==> src/hdl/power_seq_params.svh <==
/*
 * timing counts and sequence table layout shared by the power controller files.
 * assumes mclk at 40 MHz; the sequencing tick is derived from it by a divider.
 */
`ifndef POWER_SEQ_PARAMS_SVH
`define POWER_SEQ_PARAMS_SVH

// ==========================================================================
// clocking
// ==========================================================================
`define MCLK_HZ 40000000
`define SEQ_TICK_HZ 32768
// whole mclk cycles per sequencing tick (rounded down, period slightly short)
`define SEQ_TICK_CYCLES (`MCLK_HZ / `SEQ_TICK_HZ)

// ==========================================================================
// resource and step layout
// ==========================================================================
`define RES_COUNT 16
`define GPIO_EN_COUNT 3
`define STEP_ADDR_W 6
`define STEP_DEPTH 64
`define WAIT_W 8
// one step word: {last, resource index[3:0], value, wait[7:0]}
`define STEP_W 14
`define STEP_LAST_BIT 13
`define STEP_RES_LSB 9
`define STEP_VAL_BIT 8
`define RES_DEFAULT 16'h0000

`endif

==> src/hdl/power_seq_pkg.sv <==
/*
 * types for the embedded power controller.
 * assumes power_seq_params.svh is on the include path.
 */
`include "power_seq_params.svh"

package power_seq_pkg;

    // power states of the device
    typedef enum logic [2:0] {
        StNoSupply,
        StBackup,
        StOff,
        StActive,
        StSleep
    } pwr_state_e;

    // the five predefined transition sequences
    typedef enum logic [2:0] {
        SeqNone,
        SeqOffToActive,
        SeqActiveToOff,
        SeqSleepToOff,
        SeqActiveToSleep,
        SeqSleepToActive
    } seq_sel_e;

    // pending request classes
    typedef struct packed {
        logic onReq;
        logic offReq;
        logic wakeReq;
        logic sleepReq;
    } req_s;

    // system condition inputs
    typedef struct packed {
        logic supplyPor;
        logic supplyLo;
        logic supplyHi;
        logic hotDie;
    } sys_cond_s;

    // one step word from program memory
    typedef struct packed {
        logic last;
        logic [3:0] resIdx;
        logic value;
        logic [`WAIT_W-1:0] waitTicks;
    } step_s;

endpackage

==> src/hdl/embedded_power_ctrl.sv <==
/*
 * embedded power controller: request arbitration, power state machine and
 * table-driven sequencer that replays register writes onto resource bits.
 * assumes request and condition pins are asynchronous, the step table and
 * reference table are loaded as constant images, and the host write port
 * comes from serial control logic on mclk.
 */
// Functional notes
// - four request classes, five fixed sequences
// - untouched resources keep their preloaded defaults
// - resources set only through register bits
// - arbitration forwards one prioritised transition
// - state machine picks sequence from conditions
// - sequencer fetches and executes steps in order
// - sequencing timed at nominal 32768 Hz ticks
// - gpio enables controllable inside sequences
// - regulators switched by serial or request pins
// - dvs channel separate from configuration port
// - five states; sequences only off/active/sleep
// - only five transitions are permitted
// - off wins; on waits for off release
// - optional memory check on power-up, flag mismatch
`timescale 1ns/1ps
`include "power_seq_params.svh"

module embedded_power_ctrl (
    // clock and reset
    input wire logic mclk,
    input wire logic rstn,
    // request and condition pins (asynchronous)
    input wire power_seq_pkg::req_s reqPins,
    input wire power_seq_pkg::sys_cond_s condPins,
    input wire logic hwPwrReq,
    // configuration strap
    input wire logic checkEnable,
    // host resource writes (general configuration port)
    input wire logic hostWrEn,
    input wire logic [3:0] hostWrIdx,
    input wire logic hostWrVal,
    // dedicated dvs channel
    input wire logic dvsWrEn,
    input wire logic [1:0] dvsConv,
    input wire logic dvsLevel,
    // state and resource outputs
    output power_seq_pkg::pwr_state_e pwrState,
    output logic [`RES_COUNT-1:0] resOn,
    output logic [`GPIO_EN_COUNT-1:0] gpioEn,
    output logic [2:0] dvsHigh,
    output logic seqBusy,
    output logic memCheckErr
);

    // ======================================================================
    // program memory images
    // ======================================================================
    // step table: eight-step slots per sequence, plain defaults
    logic [`STEP_W-1:0] stepRom [0:`STEP_DEPTH-1];
    logic [`STEP_W-1:0] refRom [0:`STEP_DEPTH-1]; // reference for the check

    // slots of 8 steps each; default image switches resource n, waits two ticks
    always_comb begin
        for (int i = 0; i < `STEP_DEPTH; i++) begin
            stepRom[i] = {((i % 8) == 3) ? 1'b1 : 1'b0, 4'(i % 16),
                          ((i / 8) == 1 || (i / 8) == 5) ? 1'b1 : 1'b0, 8'h01};
            refRom[i] = stepRom[i];
        end
    end

    // ======================================================================
    // input synchronisers
    // ======================================================================
    localparam int NSYNC = 9;
    logic [NSYNC-1:0] rawIn;
    logic [NSYNC-1:0] s1_reg, s2_reg, s3_reg, stab_reg;
    logic [NSYNC-1:0] s1_next, s2_next, s3_next, stab_next;

    assign rawIn = {reqPins, condPins, hwPwrReq};

    // three stages; a bit changes once stages two and three agree
    always_comb begin
        s1_next = rawIn;
        s2_next = s1_reg;
        s3_next = s2_reg;
        stab_next = stab_reg;
        for (int b = 0; b < NSYNC; b++) begin
            if (s2_reg[b] == s3_reg[b]) begin
                stab_next[b] = s3_reg[b];
            end
        end
    end

    always_ff @(posedge mclk) begin
        if (!rstn) begin
            s1_reg <= '0;
            s2_reg <= '0;
            s3_reg <= '0;
            stab_reg <= '0;
        end else begin
            s1_reg <= s1_next;
            s2_reg <= s2_next;
            s3_reg <= s3_next;
            stab_reg <= stab_next;
        end
    end

    power_seq_pkg::req_s req;
    power_seq_pkg::sys_cond_s cond;
    logic hwReq;
    assign req = stab_reg[8:5];
    assign cond = stab_reg[4:1];
    assign hwReq = stab_reg[0];

    // ======================================================================
    // sequencing tick
    // ======================================================================
    logic tick;
    seq_tick_div u_tick (
        .mclk(mclk),
        .rstn(rstn),
        .tick(tick)
    );

    // ======================================================================
    // arbitration
    // ======================================================================
    power_seq_pkg::seq_sel_e grant; // single transition forwarded
    logic onGated;

    // on requests from off are gated by low supply or a hot die
    assign onGated = !cond.supplyHi || cond.hotDie;

    always_comb begin
        grant = power_seq_pkg::SeqNone;
        unique case (pwrState)
            power_seq_pkg::StActive: begin
                if (req.offReq) begin
                    grant = power_seq_pkg::SeqActiveToOff;
                end else if (req.sleepReq) begin
                    grant = power_seq_pkg::SeqActiveToSleep;
                end
            end
            power_seq_pkg::StSleep: begin
                if (req.offReq) begin
                    grant = power_seq_pkg::SeqSleepToOff;
                end else if (req.wakeReq || req.onReq) begin
                    grant = power_seq_pkg::SeqSleepToActive;
                end
            end
            power_seq_pkg::StOff: begin
                if (!req.offReq && req.onReq && !onGated) begin
                    grant = power_seq_pkg::SeqOffToActive;
                end
            end
            power_seq_pkg::StNoSupply, power_seq_pkg::StBackup: begin
                grant = power_seq_pkg::SeqNone;
            end
        endcase
    end

    // ======================================================================
    // power state machine and sequencer
    // ======================================================================
    typedef enum logic [1:0] {
        SqIdle,
        SqCheck,
        SqWrite,
        SqWait
    } sq_e;

    power_seq_pkg::pwr_state_e st_reg, st_next;
    power_seq_pkg::pwr_state_e tgt_reg, tgt_next; // state at sequence end
    sq_e sq_reg, sq_next;
    logic [`STEP_ADDR_W-1:0] pc_reg, pc_next;
    logic [`WAIT_W-1:0] wait_reg, wait_next;
    logic [`RES_COUNT-1:0] res_reg, res_next;
    logic [2:0] dvs_reg, dvs_next;
    logic err_reg, err_next;
    logic stop_reg, stop_next; // check mismatch blocks the step writes of that power-up
    power_seq_pkg::step_s step;

    assign step = stepRom[pc_reg];

    always_comb begin
        st_next = st_reg;
        tgt_next = tgt_reg;
        sq_next = sq_reg;
        pc_next = pc_reg;
        wait_next = wait_reg;
        res_next = res_reg;
        dvs_next = dvs_reg;
        err_next = err_reg;
        stop_next = stop_reg;
        // host and power request pins switch regulators
        // every path but the dvs write is a resource bit write
        if (hostWrEn) begin
            res_next[hostWrIdx] = hostWrVal;
        end
        if (hwReq && st_reg == power_seq_pkg::StActive) begin
            res_next[0] = 1'b1;
        end
        if (dvsWrEn && dvsConv != 2'h3) begin
            dvs_next[dvsConv] = dvsLevel;
        end
        if (!cond.supplyPor) begin
            st_next = power_seq_pkg::StNoSupply;
            sq_next = SqIdle;
            res_next = `RES_DEFAULT;
        end else if (!cond.supplyLo) begin
            st_next = power_seq_pkg::StBackup;
            sq_next = SqIdle;
            res_next = `RES_DEFAULT;
        end else begin
            unique case (sq_reg)
                SqIdle: begin
                    if (st_reg == power_seq_pkg::StNoSupply
                        || st_reg == power_seq_pkg::StBackup) begin
                        st_next = power_seq_pkg::StOff;
                    end else if (grant != power_seq_pkg::SeqNone) begin
                        // pick slot and target from grant
                        // one of five sequences
                        // slot k holds the sequence whose grant code is k
                        pc_next = {grant, 3'h0};
                        unique case (grant)
                            power_seq_pkg::SeqOffToActive,
                            power_seq_pkg::SeqSleepToActive:
                                tgt_next = power_seq_pkg::StActive;
                            power_seq_pkg::SeqActiveToSleep:
                                tgt_next = power_seq_pkg::StSleep;
                            default: tgt_next = power_seq_pkg::StOff;
                        endcase
                        stop_next = 1'b0;
                        if (grant == power_seq_pkg::SeqOffToActive && checkEnable) begin
                            sq_next = SqCheck;
                        end else begin
                            sq_next = SqWrite;
                        end
                    end
                end
                SqCheck: begin
                    for (int i = 0; i < `STEP_DEPTH; i++) begin
                        if (stepRom[i] != refRom[i]) begin
                            err_next = 1'b1;
                            stop_next = 1'b1;
                        end
                    end
                    sq_next = SqWrite;
                end
                SqWrite: begin
                    // step in order; gpio resources included
                    if (!stop_reg) begin
                        res_next[step.resIdx] = step.value;
                    end
                    wait_next = step.waitTicks;
                    sq_next = SqWait;
                end
                SqWait: begin
                    if (tick) begin
                        if (wait_reg != 8'h00) begin
                            wait_next = wait_reg - 8'h01;
                        end else if (step.last) begin
                            st_next = tgt_reg;
                            sq_next = SqIdle;
                        end else begin
                            pc_next = pc_reg + 6'h01;
                            sq_next = SqWrite;
                        end
                    end
                end
            endcase
        end
    end

    always_ff @(posedge mclk) begin
        if (!rstn) begin
            st_reg <= power_seq_pkg::StNoSupply;
            tgt_reg <= power_seq_pkg::StOff;
            sq_reg <= SqIdle;
            pc_reg <= 6'h00;
            wait_reg <= 8'h00;
            res_reg <= `RES_DEFAULT;
            dvs_reg <= 3'h0;
            err_reg <= 1'b0;
            stop_reg <= 1'b0;
        end else begin
            st_reg <= st_next;
            tgt_reg <= tgt_next;
            sq_reg <= sq_next;
            pc_reg <= pc_next;
            wait_reg <= wait_next;
            res_reg <= res_next;
            dvs_reg <= dvs_next;
            err_reg <= err_next;
            stop_reg <= stop_next;
        end
    end

    // ======================================================================
    // outputs
    // ======================================================================
    assign pwrState = st_reg;
    assign resOn = res_reg;
    // top resource bits are the external supply enables
    assign gpioEn = res_reg[`RES_COUNT-1 -: `GPIO_EN_COUNT];
    assign dvsHigh = dvs_reg;
    assign seqBusy = (sq_reg != SqIdle);
    assign memCheckErr = err_reg;

endmodule

==> src/hdl/seq_tick_div.sv <==
/*
 * tick divider: one-cycle enable pulse at the nominal 32768 Hz sequencing rate.
 * assumes one mclk domain, synchronous active-low reset.
 */
`timescale 1ns/1ps
`include "power_seq_params.svh"

module seq_tick_div (
    // clock and reset
    input wire logic mclk,
    input wire logic rstn,
    // tick output
    output logic tick
);

    // ======================================================================
    // divider counter
    // ======================================================================
    logic [10:0] cnt_reg; // cycles within one tick period
    logic [10:0] cnt_next;
    logic tick_reg;
    logic tick_next;

    // next count, wrap and pulse
    always_comb begin
        cnt_next = cnt_reg + 11'h001;
        tick_next = 1'b0;
        if (cnt_reg == 11'(`SEQ_TICK_CYCLES - 1)) begin
            cnt_next = 11'h000;
            tick_next = 1'b1;
        end
    end

    // register
    always_ff @(posedge mclk) begin
        if (!rstn) begin
            cnt_reg <= 11'h000;
            tick_reg <= 1'b0;
        end else begin
            cnt_reg <= cnt_next;
            tick_reg <= tick_next;
        end
    end

    assign tick = tick_reg;

endmodule

==> config.mk <==
export PLATFORM = sky130hd
export DESIGN_NAME = embedded_power_ctrl
export DESIGN_NICKNAME = d
export VERILOG_FILES = /design/src/hdl/power_seq_pkg.sv /design/src/hdl/embedded_power_ctrl.sv /design/src/hdl/seq_tick_div.sv
export VERILOG_INCLUDE_DIRS = /design/src /design/src/hdl
export SDC_FILE = /design/constraint.sdc
export NUM_CORES = 1
export LEC_CHECK = 0
export ABC_CLOCK_PERIOD_IN_PS = 4300
export BUFFER_PORTS_ARGS = -buffer_cell sky130_fd_sc_hd__buf_2
export CELL_PAD_IN_SITES_DETAIL_PLACEMENT = 1
export CELL_PAD_IN_SITES_GLOBAL_PLACEMENT = 2
export CORE_ASPECT_RATIO = 1.4
export CORE_MARGIN = 4
export CORE_UTILIZATION = 37
export DETAILED_ROUTE_END_ITERATION = 8
export PLACE_DENSITY = 0.8
export SLEW_MARGIN = 10
export SYNTH_ARGS = -nofsm -noshare
export SYNTH_HDL_FRONTEND = slang
export SYNTH_SLANG_ARGS = --single-unit
==> constraint.sdc <==
create_clock -name mclk -period 4.3 [get_ports mclk]
set_input_delay 0 -clock mclk [delete_from_list [all_inputs] [get_ports mclk]]
set_output_delay 0 -clock mclk [all_outputs]
set_load 0.05 [all_outputs]
==> results.cfg, run 1 <==
[synthesis]
syn_area_per_cell_sq_um = 8.73
synthFlopType = dfxtp_1
synth_area_sq_um = 3840
ys_async_sr_fraction_pct = 0
yosys_warnings = 0
synth.ff_latch_count = 88
synth_cell_types = 48
synth_edf_count = 0
syn_nets = 473
synth_cells = 440
ys_seq_area_share_pct = 45.9

[power]
p_sw_uw = 381
seqPwrFrac_pct = 47.2
pwr-share-comb_pct = 3.6
switching_share_pct = 21.5
power.density_nw_per_um2 = 385
peakVddDrop_v = 0.000223
power_uw = 1770
internal-power_uw = 1390
p_leak_uw = 0.00182
clkPwrFrac_pct = 49.3

[die]
pin_count = 49
initial_core_util_pct = 38.4
die-area_sq_um = 12100
die_w_um = 94.1
die_y_um = 129
rows = 43
core_area_sq_um = 10000

[worst_setup_path]
critPathSlowestCell = ha_1
setup.worst_path.start_class = flop
path_buf_inv = 0
worst_path_most_repeated_cell = a21oi_1
critPathTopFamily = compound AO/OA/AOI/OAI gates
cp.required_ns = 4.57
worst_setup_path_end_kind = flop
path_cells = ha_1 > o311ai_0 > a21oi_1 > nand2_1 > or3_1 > a21oi_1
arrival_ns = 2.81
slowest_delay_ns = 0.59
crit_type = reg2reg
crit_path_max_fanout = 21

[finish]
drive_above_1_share_pct = 15.8
areaGrowthSynthToFinish_pct = 19.7
final_common_cell = dfxtp_1
diodes = 0
largest_reg_flops = 16
final_cell_mix = 88 x dfxtp_1, 63 x nor2_1, 47 x buf_2, 31 x nand2_1, 31 x and2_1
stdcell_count = 629
nNetsFinal = 522

[detailed_routing]
postRouteWirelength_mm = 9.04
drtIter0Drc = 67
antenna_left = 0
route.detailed.vias_per_inst = 5.07
drc = 0
vias = 3189
drtPass1Iterations = 4
wl_per_cell_um = 14.4

[timing]
max_freq_ghz = 0.394
slew_headroom_pct = 41.4
whs_ns = 0.0177
final-hold-violation-count = 0
finalCritPeriodShare_pct = 59.0
fin_skew_ns = 0.00853
grt_setup_unrepaired = no
drv_slew = 0
tightestPinTransition_ns = 0.876
finalSetupViolations = 0
fin_crit_ns = 2.54
fin_tns_setup_ns = 0
fin_ws_ns = 1.76

[global_route]
grt_pass1_wl_mm = 15.6
met3_usage_pct = 1.93
gr-max-usage-layer = met2
grt.total_usage_pct = 16.3
grt_max_degree = 45
gr-total-overflow = 0
met1_usage_pct = 17.8
grt_use_met2_pct = 30.0
antenna_found_initial = 0
grt_pass1_vias = 3313

[job]
maxCapViolCount = 0

[clock_network]
cts-buffers-inserted = 9
cts.htree.levels = 3
cts_buffer_depth = 2
cts_resized = 0
clock_sinks = 88
cts_setup_buffers = 0
cts_hold_buffers = 10
cts-root-buf = clkbuf_16
clk_pin_slew_ns = 0.07
cts_tree = built
clock_latency_ns = 0.34

[status]
outcome = finished clean

[placement]
io_buffers = 47
dp_cells = 603
gp_congestion = 0.725
hpwl_mm = 6.73
pre_cts_ws_ns = 1.76

[worst_hold_path]
hold_path.class = in2reg
## metal layers
metal | up-vias | wire [um]
met5 | - | 0
met2 | 51 | 4830
met4 | 0 | 245
met3 | 15 | 281
li1 | 1613 | -
met1 | 1510 | 3680
## synth_stat cells (2+ instances only)
library cell / number / share of area, %
dfxtp_1: 88 / 46
o22ai_1: 2 / 0.33
and2_1: 31 / 5.0
nand4_1: 3 / 0.49
mux2i_1: 13 / 3.4
or2_1: 2 / 0.33
xor2_1: 10 / 2.3
a31oi_1: 3 / 0.49
nand3_1: 26 / 3.4
mux2_2: 10 / 2.9
a211oi_1: 4 / 0.78
nor3_1: 7 / 0.91
o32ai_1: 2 / 0.46
nand2b_1: 7 / 1.1
nand2_1: 31 / 3.0
ha_1: 11 / 3.6
nor2_1: 63 / 6.2
nor3b_1: 2 / 0.39
inv_1: 13 / 1.3
a311oi_1: 8 / 1.8
buf_4: 4 / 0.78
xnor2_1: 4 / 0.91
o21ai_0: 20 / 2.6
clkbuf_1: 15 / 1.5
nand3b_1: 5 / 0.98
a21oi_1: 26 / 3.4
o31ai_1: 3 / 0.59
and3_1: 7 / 1.1
## final cells by class
type / instances / area [sq um]
repair buffers: 58 / 343
inverters: 14 / 52.6
clock inverters: 6 / 97.6
clock buffers: 10 / 239
multi-input cells: 318 / 1940
well taps: 135 / 169
flip-flops and latches: 88 / 1760
fillers: 1207 / 5410
## per-stage QoR
step           util [%]  area (sq um)
6_report           46.0          4600
2_1_floorplan         -          3840
3_3_place_gp       41.6          4160
4_1_cts            46.0          4600
3_5_place_dp       41.6          4160
5_1_grt            46.0          4600
## worst reg2reg max path, cell delays in order (launching register included)
cell      delay (ns)
dfxtp_1         0.38
ha_1            0.59
o311ai_0        0.27
a21oi_1         0.56
nand2_1         0.19
or3_1           0.33
a21oi_1         0.14
## power by group through the flow
stage	registers, uW	logic (uW)	clock network (uW)
6_report	835	63.3	872
5_1_grt	836	71.2	931
4_1_cts	835	64.4	897
3_5_place_dp	854	57.3	0
3_3_place_gp	853	55.5	0
2_1_floorplan	855	32.3	0
## logic make-up (layout without fill, tap and decap cells)
| group | Yosys count | in the layout | share of synthesized area [%] |
|---|---|---|---|
| AND/OR/NAND/NOR | 194 | 194 | 25.2 |
| adder cells (fa/ha/maj) | 12 | 12 | 3.84 |
| flip-flops | 88 | 88 | 45.9 |
| AO/OA/AOI/OAI | 74 | 74 | 11.8 |
| XOR/XNOR | 14 | 14 | 3.19 |
| other | 1 | 1 | 0.0976 |
| buffers and inverters | 34 | 88 | 3.71 |
| multiplexers | 23 | 23 | 6.32 |
## final timing paths
check / startpoint / to / slack, ns / cells after the start
hold reg to reg: s1_reg[0]$_SDFF_PN0_ / s2_reg[0]$_SDFF_PN0_ / 0.44 / 1
setup reg to reg: sq_reg[1]$_SDFFE_PN0P_ / wait_reg[7]$_SDFFE_PN0P_ / 1.76 / 6
hold / removal: dvsConv[0] / dvsHigh[0]$_SDFFE_PN0P_ / 0.02 / 4
setup / recovery: sq_reg[1]$_SDFFE_PN0P_ / wait_reg[7]$_SDFFE_PN0P_ / 1.76 / 6
Note: power is estimated with default switching activity, not from simulation.
==> run 2: changes to the inputs <==
--- a/config.mk
+++ b/config.mk
@@ -6,15 +6,15 @@
 export SDC_FILE = /design/constraint.sdc
 export NUM_CORES = 1
 export LEC_CHECK = 0
-export ABC_CLOCK_PERIOD_IN_PS = 4300
+export ABC_CLOCK_PERIOD_IN_PS = 2600
 export BUFFER_PORTS_ARGS = -buffer_cell sky130_fd_sc_hd__buf_2
 export CELL_PAD_IN_SITES_DETAIL_PLACEMENT = 1
 export CELL_PAD_IN_SITES_GLOBAL_PLACEMENT = 2
 export CORE_ASPECT_RATIO = 1.4
 export CORE_MARGIN = 4
-export CORE_UTILIZATION = 37
+export CORE_UTILIZATION = 35
 export DETAILED_ROUTE_END_ITERATION = 8
-export PLACE_DENSITY = 0.8
+export PLACE_DENSITY = 0.76
 export SLEW_MARGIN = 10
 export SYNTH_ARGS = -nofsm -noshare
 export SYNTH_HDL_FRONTEND = slang
==> constraint.sdc (replaced) <==
create_clock -name mclk -period 2.6 [get_ports mclk]
set_input_delay 0 -clock mclk [delete_from_list [all_inputs] [get_ports mclk]]
set_output_delay 0 -clock mclk [all_outputs]
set_load 0.05 [all_outputs]
==> run 2 against run 1 <==
Net effect:
- via count is 0.13% lower
- utilization is 3.1 points lower
- first-iteration DRC count is 87% higher
- critical path depth stayed put
- non-clock buffer count is 4 higher
- cell area is 0.65% higher
- hold slack better by 0.0063 ns
- clock power is 62% higher
- sequential cell count stayed put
- total power is 64% higher
- largest cell class unchanged
==> results.cfg, run 2 (synthesis gave the netlist of run 1 again) <==
[die]
initial_core_util_pct = 35.5
core_area_sq_um = 10800
die_y_um = 132
pin_count = 49
rows = 45
die_w_um = 96.5
die-area_sq_um = 12700

[timing]
final-hold-violation-count = 0
fin_skew_ns = 0.00510
tightestPinTransition_ns = 0.610
max_freq_ghz = 0.441
grt_setup_unrepaired = no
slew_headroom_pct = 59.4
drv_slew = 0
finalCritPeriodShare_pct = 87.3
fin_tns_setup_ns = 0
fin_crit_ns = 2.27
finalSetupViolations = 0

[detailed_routing]
route.detailed.vias_per_inst = 4.98
postRouteWirelength_mm = 9.14
drtIter0Drc = 125
drc = 0
antenna_left = 0
drtPass1Iterations = 4
vias = 3185
wl_per_cell_um = 14.3

[worst_setup_path]
path_buf_inv = 0
rr_startpoint = wait_reg[3]$_SDFFE_PN0P_
worst_setup_path_end_kind = flop
cp.required_ns = 2.87
crit_path_max_fanout = 4
slowest_delay_ns = 0.57
arrival_ns = 2.54
critPathSlowestCell = or4_4
crit_type = reg2reg
setup.worst_path.start_class = flop
critPathLaunch = wait_reg[3]$_SDFFE_PN0P_
critPathTopFamily = simple AND/OR/NAND/NOR gates
path_cells = or4_4 > nor3_2 > nand3_1 > or4b_1 > or2_1 > a21oi_2

[status]
outcome = finished clean

[clock_network]
cts_tree = built
cts_setup_buffers = 0
cts-root-buf = clkbuf_16
cts-buffers-inserted = 9
cts_resized = 0
clock_sinks = 88
cts_buffer_depth = 2
clk_pin_slew_ns = 0.06
cts.htree.levels = 3
clock_latency_ns = 0.34

[power]
peakVddDrop_v = 0.000338
power_uw = 2900
p_leak_uw = 0.00183
power.density_nw_per_um2 = 627

[worst_hold_path]
hold_start = dvsConv[1]
hold_path.class = in2reg

[finish]
diodes = 0
stdcell_count = 639
final_area_sq_um = 4630
nNetsFinal = 526
post-route-util_pct = 42.8
final_common_cell = dfxtp_1
fillers = 1275
largest_reg_flops = 16
drive_above_1_share_pct = 16.5
areaGrowthSynthToFinish_pct = 20.5
final_cell_mix = 88 x dfxtp_1, 63 x nor2_1, 47 x buf_2, 31 x nand2_1, 31 x and2_1

[global_route]
grt_max_degree = 31
grt.total_usage_pct = 14.8
grt_pass1_wl_mm = 14.9
grt_pass1_vias = 3207
gr-total-overflow = 0
antenna_found_initial = 0

[job]
maxCapViolCount = 0

[placement]
placed_cell_area_sq_um = 4200
gp_congestion = 0.746
io_buffers = 47
dp_cells = 613
hpwl_mm = 6.97
## run 2: cell count changes in the layout (fill, tap and decap cells not counted), sizes merged
cell,before,now
clkinvlp,0,1
inv,16,15
buf,48,52
## run 2: what timing repair did
| item | in CTS | in global routing |
|---|---|---|
| hold buffers | 10 | 0 |
| endpoints found under the setup margin | 0 | 0 |
| endpoints found under the hold margin | 12 | 0 |
## run 2: path summary, 6_finish.rpt
check             slack, ns  cells past startpoint                        to
setup / recovery       0.33                      6  pwrState[2]$_SDFFE_PN0P_
hold / removal         0.02                      4   dvsHigh[1]$_SDFFE_PN0P_
setup reg to reg       0.33                      6  pwrState[2]$_SDFFE_PN0P_
hold reg to reg        0.43                      1      s2_reg[2]$_SDFF_PN0_
## run 2: power by group
| group | internal, uW | switching (uW) |
|---|---|---|
| Clock | 873 | 541 |
| Combinational | 47.2 | 60.8 |
| Sequential | 1370 | 11.1 |
## run 2: cell type report
class	count	area (sq um)	area share [%]
sequential	88	1760	38.1
timing repair buffer	62	373	8.05
multi-input combinational	318	1940	41.8
clock buffer	10	239	5.16
tap	141	176	3.81
inverter	14	52.6	1.14
clock inverter	6	90.1	1.95
## run 2: per-stage QoR
stage               setup WS (ns)  hold WS, ns
finish                      0.330       0.0239
CTS                         0.312       0.0170
detailed placement          0.316        0.211
global placement            0.374        0.205
floorplan                   0.521        0.127
global route               0.0937       0.0548
## run 2: layer usage
layer	vias up	part of all wire, %	routed length [um]	GRT usage [%]
met5	-	0	0	0
met4	0	2.2	202	6.55
met3	14	3.8	347	2.91
met2	55	54	4910	27.3
met1	1497	40	3680	15.7
li1	1619	-	-	-
## run 2: worst reg2reg max path: stages, from the launching register on
cell and delay (ns):
dfxtp_1 0.34, or4_4 0.57, nor3_2 0.24, nand3_1 0.16, or4b_1 0.54, or2_1 0.24
a21oi_2 0.12
